### src/design/psr_pkg.sv
// Constants shared by the parallel-to-serial shift register block
//
// Overview of operation
// Eight stages, each with its own parallel input used while select is low.
// Select low copies parallel input bit i into stage i.
// Loading is continuous and ignores shift clock, hold and fill bit.
// Select high ignores the parallel inputs; no load happens.
// Shift on shift clock rise with select high, hold low; else keep; the code drops the rise without a shift while the FIFO is full.
// A hold rise while shift clock is low also makes one shift; the code drops this rise too while the FIFO is full.
// Controller should raise hold only while the shift clock is high; the bench controller raises it while the clock is low.
// Each shift moves data toward the output; fill bit enters stage one.
// Last stage shows on a true output and an inverted output.
package psr_pkg;

  // ------------------------------------------------------------------
  // Sizes
  // ------------------------------------------------------------------
  localparam int          PSR_STAGES     = 8;
  localparam int          PSR_FIFO_DEPTH = 32;
  localparam int          PSR_FIFO_WIDTH = 1;

  // ------------------------------------------------------------------
  // Reset values
  // ------------------------------------------------------------------
  localparam logic [7:0]  PSR_STAGE_RST  = 8'h00;
  localparam logic        PSR_GATE_RST   = 1'h1;

endpackage : psr_pkg

### src/design/psr_shift_register.sv
// Parallel-in serial-out shift register with a drain FIFO
`timescale 1ns/10ps
`default_nettype none

// ------------------------------------------------------------------
// FIFO with registered output stage
// ------------------------------------------------------------------
module psr_fifo #(
  parameter int WIDTH = 1,
  parameter int DEPTH = 32
) (
  // Clock and reset
  input  wire logic             clk,
  input  wire logic             rstn,
  // Fill side
  input  wire logic             in_valid,
  input  wire logic [WIDTH-1:0] in_data,
  output logic                  in_ready,
  // Drain side
  output logic                  out_valid,
  output logic      [WIDTH-1:0] out_data,
  input  wire logic             out_ready
);

  localparam int AW = $clog2(DEPTH);
  localparam int CW = $clog2(DEPTH + 1);
  localparam logic [AW-1:0] LAST = AW'(DEPTH - 1);
  localparam logic [CW-1:0] FULL = CW'(DEPTH);

  logic [WIDTH-1:0] mem [DEPTH];
  logic [AW-1:0]    wr_ptr;
  logic [AW-1:0]    rd_ptr;
  logic [CW-1:0]    count;

  wire              push      = in_valid && in_ready;
  wire              pop       = (count != '0) && (!out_valid || out_ready);
  wire [AW-1:0]     next_wr   = (wr_ptr == LAST) ? '0 : wr_ptr + 1'b1;
  wire [AW-1:0]     next_rd   = (rd_ptr == LAST) ? '0 : rd_ptr + 1'b1;
  wire [CW-1:0]     next_count = count + CW'(push) - CW'(pop);

  // Output stage counts too, so no more than DEPTH bits wait at once
  wire [CW-1:0]     occupancy  = count + CW'(out_valid);

  assign in_ready = (occupancy != FULL);

  always_ff @(posedge clk) begin
    if (push) begin
      mem[wr_ptr] <= in_data;
    end
  end

  always_ff @(posedge clk or negedge rstn) begin
    if (!rstn) begin
      wr_ptr <= '0;
      rd_ptr <= '0;
      count  <= '0;
    end else begin
      wr_ptr <= push ? next_wr : wr_ptr;
      rd_ptr <= pop ? next_rd : rd_ptr;
      count  <= next_count;
    end
  end

  always_ff @(posedge clk or negedge rstn) begin
    if (!rstn) begin
      out_valid <= 1'b0;
      out_data  <= '0;
    end else if (pop) begin
      out_valid <= 1'b1;
      out_data  <= mem[rd_ptr];
    end else if (out_ready) begin
      out_valid <= 1'b0;
    end
  end
endmodule : psr_fifo

// ------------------------------------------------------------------
// Shift register top
// ------------------------------------------------------------------
module psr_shift_register
  import psr_pkg::*;
(
  // Clock and reset
  input  wire logic       clk,
  input  wire logic       rstn,
  // Control inputs
  input  wire logic       load_shift_select,
  input  wire logic       shift_clock,
  input  wire logic       clock_gate_hold,
  input  wire logic       fill_bit_in,
  // Parallel data, bit 0 feeds the first stage
  input  wire logic [7:0] parallel_in,
  // Serial outputs
  output logic            last_stage_out,
  output logic            last_stage_out_n,
  output logic            first_stage_value,
  // Stream of bits leaving the last stage
  output logic            bit_valid,
  output logic            bit_data,
  input  wire logic       bit_ready
);

  function automatic logic [7:0] psr_shift(input logic [7:0] cur,
                                           input logic       fill);
    psr_shift = {cur[6:0], fill};
  endfunction : psr_shift

  logic [7:0] stages;
  logic       gated_q;
  logic       fifo_ready;

  // Clock and hold are ORed, so either one rising while the other is low makes the edge
  wire        gated      = shift_clock | clock_gate_hold;
  wire        gated_rise = gated & ~gated_q;
  wire        load_en    = ~load_shift_select;
  wire        shift_req  = load_shift_select & gated_rise;
  // A full FIFO blocks the shift and the edge is dropped, so no bit is lost
  wire        shift_en   = shift_req & fifo_ready;
  wire [7:0]  next_stages = load_en  ? parallel_in :
                            shift_en ? psr_shift(stages, fill_bit_in) :
                            stages;

  always_ff @(posedge clk or negedge rstn) begin
    if (!rstn) begin
      stages  <= PSR_STAGE_RST;
      gated_q <= PSR_GATE_RST;
    end else begin
      stages  <= next_stages;
      gated_q <= gated;
    end
  end

  // Outputs mirror the stage flops, taken from the same next value
  always_ff @(posedge clk or negedge rstn) begin
    if (!rstn) begin
      last_stage_out    <= PSR_STAGE_RST[7];
      last_stage_out_n  <= ~PSR_STAGE_RST[7];
      first_stage_value <= PSR_STAGE_RST[0];
    end else begin
      last_stage_out    <= next_stages[7];
      last_stage_out_n  <= ~next_stages[7];
      first_stage_value <= next_stages[0];
    end
  end

  psr_fifo #(
    .WIDTH (PSR_FIFO_WIDTH),
    .DEPTH (PSR_FIFO_DEPTH)
  ) u_fifo (
    .clk       (clk),
    .rstn      (rstn),
    .in_valid  (shift_en),
    .in_data   (stages[7]),
    .in_ready  (fifo_ready),
    .out_valid (bit_valid),
    .out_data  (bit_data),
    .out_ready (bit_ready)
  );
endmodule : psr_shift_register

`default_nettype wire
### config.mk
export PLATFORM = sky130hd
export DESIGN_NAME = psr_shift_register
export DESIGN_NICKNAME = d
export VERILOG_FILES = /design/src/design/psr_pkg.sv /design/src/design/psr_shift_register.sv
export SDC_FILE = /design/constraint.sdc
export NUM_CORES = 1
export LEC_CHECK = 0
export BUFFER_PORTS_ARGS = -buffer_cell sky130_fd_sc_hd__buf_2
export CORE_MARGIN = 10
export CORE_UTILIZATION = 60
export CTS_BUF_LIST = sky130_fd_sc_hd__clkbuf_16
export DETAILED_ROUTE_END_ITERATION = 8
export HOLD_SLACK_MARGIN = 0.05
export PLACE_DENSITY = 0.79
export SYNTH_ARGS = -nofsm -noshare
export SYNTH_HDL_FRONTEND = slang
export SYNTH_SLANG_ARGS = --single-unit
### constraint.sdc
create_clock -name clk -period 3.05 [get_ports clk]
set_clock_uncertainty 0.05 [all_clocks]
set_input_delay 0.1525 -clock clk [delete_from_list [all_inputs] [get_ports clk]]
set_output_delay 0.1525 -clock clk [all_outputs]
set_load 0.005 [all_outputs]
==> impl_metrics.json <==
{
  "slew_headroom_pct": 41.8,
  "clkSinkCount": 60,
  "cp.buffers_inverters": 5,
  "cp-start-kind": "flop",
  "synth_edf_count": 32,
  "grt_first_pass_wirelength_mm": 9.74,
  "setup_viol": 0,
  "avgRoutedWirePerCell_um": 16.0,
  "port_buffers": 19,
  "synth-seq-cells": 60,
  "yosysTopAreaCell": "edfxtp_1",
  "rsz0062_at_grt": "no",
  "cp.required_ns": 3.20,
  "dieArea_mm2": 0.00831,
  "synth_top_area_share_pct": 31.6,
  "synth_compound_area_share_pct": 9.06,
  "gp_congestion": 0.783,
  "track_usage_pct": 14.7,
  "grtUsageMet3_pct": 4.94,
  "synth_flop_cell": "edfxtp_1",
  "syn_to_final_growth_pct": 15.2,
  "power.leakage_nw": 1.43,
  "final_common_cell": "nor2_1",
  "final_cell_mix": "nor2_1 (40), edfxtp_1 (32), dfrtp_1 (26)",
  "clockRootBuffer": "clkbuf_16",
  "hold_class": "in2reg",
  "drive_gt1_share_pct": 17.4,
  "ys.warnings.count": 0,
  "busiest_layer": "met2",
  "rows": 25,
  "placeableCoreArea_mm2": 0.00482,
  "slew_viol_final": 0,
  "netlist_instances": 253,
  "fin_crit_sh_pct": 87.8,
  "cts_tree": "done",
  "crit_path_frequent_cell": "inv_1",
  "dr_total_vias": 1992,
  "gr-total-overflow": 0,
  "synth_cell_type_count": 41,
  "drt_first_iter_violations": 117,
  "dr.pass1.iters": 4,
  "path_max_fanout": 8,
  "synth_area_mm2": 0.00304,
  "tns_ns": 0,
  "cp_top_family": "adder cells",
  "dpl.cell_count": 333,
  "grt_max_degree": 35,
  "yosysSeqAreaShare_pct": 54.8,
  "syn_nets": 289,
  "drc_errors": 0,
  "ys_top_cells_by_area": "edfxtp_1 (32%), dfrtp_1 (21%), ha_1 (8.2%), nor2_1 (4.9%), mux4_2 (4.4%)",
  "ios": 20,
  "async_flop_share_pct": 46.7,
  "path_class": "reg2reg",
  "synth-xor-area-share_pct": 1.73,
  "final.min_clock_period_ns": 2.68,
  "drv_cap": 0,
  "nets": 318,
  "cts_buffers": 9,
  "synthAdderAreaFrac_pct": 8.90,
  "fin_cells": 354,
  "n_antenna_cell": 0,
  "synth_top_family_by_area": "simple AND/OR/NAND/NOR gates",
  "fp.dieW_um": 91.1,
  "worst_slew_pin_slew_ns": 0.874,
  "grt_use_met1_pct": 17.0,
  "peakVddDrop_v": 0.000484,
  "synthSimpleGateAreaFrac_pct": 14.3,
  "totalWireLength_mm": 5.65,
  "use_met2_pct": 24.0,
  "critical_path.endpoint_type": "flop",
  "cts_max_level": 3,
  "max_stage_delay_ns": 0.47,
  "status": "finished clean",
  "vias_per_cell": 5.63,
  "syn_area_per_cell_um2": 12.0,
  "hold_viol": 0,
  "synthMuxAreaShare_pct": 7.87,
  "crit_path_top_delay_cell": "dfrtp_1",
  "ctsLongestPathBuffers": 2,
  "start_util_pct": 63.0,
  "die_h_um": 91.1,
  "p_per_area_mw_per_mm2": 831,
  "grt_pass1_vias": 2033,
  "drtAntennaViolNets": 0,
  "antenna_found_initial": 0,
  "clk_pin_slew_ns": 0.05,
  "crit_chain": "inv_1 > ha_1 > nand2_1 > o31ai_2 > inv_1 > ha_1 > inv_1 > ha_1 > inv_1 > fa_1 > inv_1 > a21oi_1 > nor2_1 > nor2_1 > xnor2_1",
  "worstPathArrival_ns": 2.83,
  "dp_hpwl_mm": 3.73,
  "fmax_mhz": 374,
  "worstSkewPairLatency_ns": 0.32
}
[worst paths after layout]
kind	start	to	slack (ns)	cells past startpoint
worst min-delay path	bit_ready	u_fifo.out_valid	0.09	3
min in group asynchronous	rstn	u_fifo.rd_ptr[3]	0.35	2
max in group asynchronous	rstn	u_fifo.wr_ptr[0]	2.18	2
worst max-delay path	u_fifo.count[2]	u_fifo.count[4]	0.37	15
worst min register to register	u_fifo.out_data	u_fifo.out_data	0.45	2
worst max register to register	u_fifo.count[2]	u_fifo.count[4]	0.37	15
[Yosys cell counts (6+ instances only)]
master	count
mux2i_1	7
ha_1	20
inv_1	16
o21ai_0	6
nand3_1	10
clkbuf_1	6
edfxtp_1	32
nor2_1	40
mux4_2	6
dfrtp_1	26
nand2_1	15
a221o_1	7
nor2b_1	8
[sequential cells by signal, summed over array words and instances, names as in the netlist]
register	count
gated_q	1
last_stage_out_n	1
stages	8
u_fifo.count	6
u_fifo.mem	32
u_fifo.out_data	1
u_fifo.out_valid	1
u_fifo.rd_ptr	5
u_fifo.wr_ptr	5
[cell families (layout without fill, tap and decap cells)]
group / count (synthesis) / after routing
and+or+nand+nor: 92 / 92
DFF: 60 / 60
AOI/OAI and AO/OA: 33 / 33
buffers and inverters: 25 / 59
adders and majority gates: 21 / 21
muxes: 16 / 16
xor gates and xnor gates: 6 / 6
[routing by layer]
metal / up-vias / wire (µm)
met5: - / 0
met4: 0 / 73
met3: 6 / 278
met2: 47 / 2890
met1: 971 / 2410
li1: 968 / -
[worst register-to-register path, cell delays in order, from the launching register on]
cell     delay, ns
dfrtp_1       0.47
inv_1         0.12
ha_1          0.14
nand2_1       0.08
o31ai_2       0.21
inv_1         0.13
ha_1          0.31
inv_1         0.07
ha_1          0.16
inv_1         0.06
fa_1          0.40
inv_1         0.07
a21oi_1       0.05
nor2_1        0.08
nor2_1        0.06
xnor2_1       0.11
[area by class of cell]
type | count | area, µm²
Tap cell | 67 | 83.8
Fill cell | 345 | 1320
Inverter | 16 | 60.1
Clock inverter | 7 | 26.3
Sequential cell | 60 | 1660
Multi-Input combinational cell | 168 | 1270
Timing Repair Buffer | 27 | 168
Clock buffer | 9 | 225
[report_power, final]
part	leakage, nW	internal (W)	switching, W
sequential	0.612	0.000993	0.000227
combinational	0.673	0.000434	0.000417
clock	0.144	0.000526	0.000308
total	1.43	0.00195	0.000952
[stage by stage]
stage | util (%) | hold WS [ns] | total power (W) | setup WS (ns) | instance area (µm²)
global placement | 66.3 | 0.159 | 0.00205 | 0.493 | 3200
detailed placement | 66.3 | 0.158 | 0.00208 | 0.408 | 3200
CTS | 72.6 | 0.0945 | 0.00292 | 0.362 | 3500
floorplan | - | -0.193 | 0.00187 | 0.288 | 3040
global route | 72.6 | 0.103 | 0.00311 | 0.116 | 3500
finish | 72.6 | 0.0948 | 0.00291 | 0.373 | 3500
[repair_timing]
item | CTS | global route
hold endpoints to repair | 29 | 0
gates resized for setup | 0 | 0
buffers inserted | 0 | 0
hold buffers | 5 | 0
endpoints found under the setup margin | 0 | 0
Power figures use the tool's default switching activity.
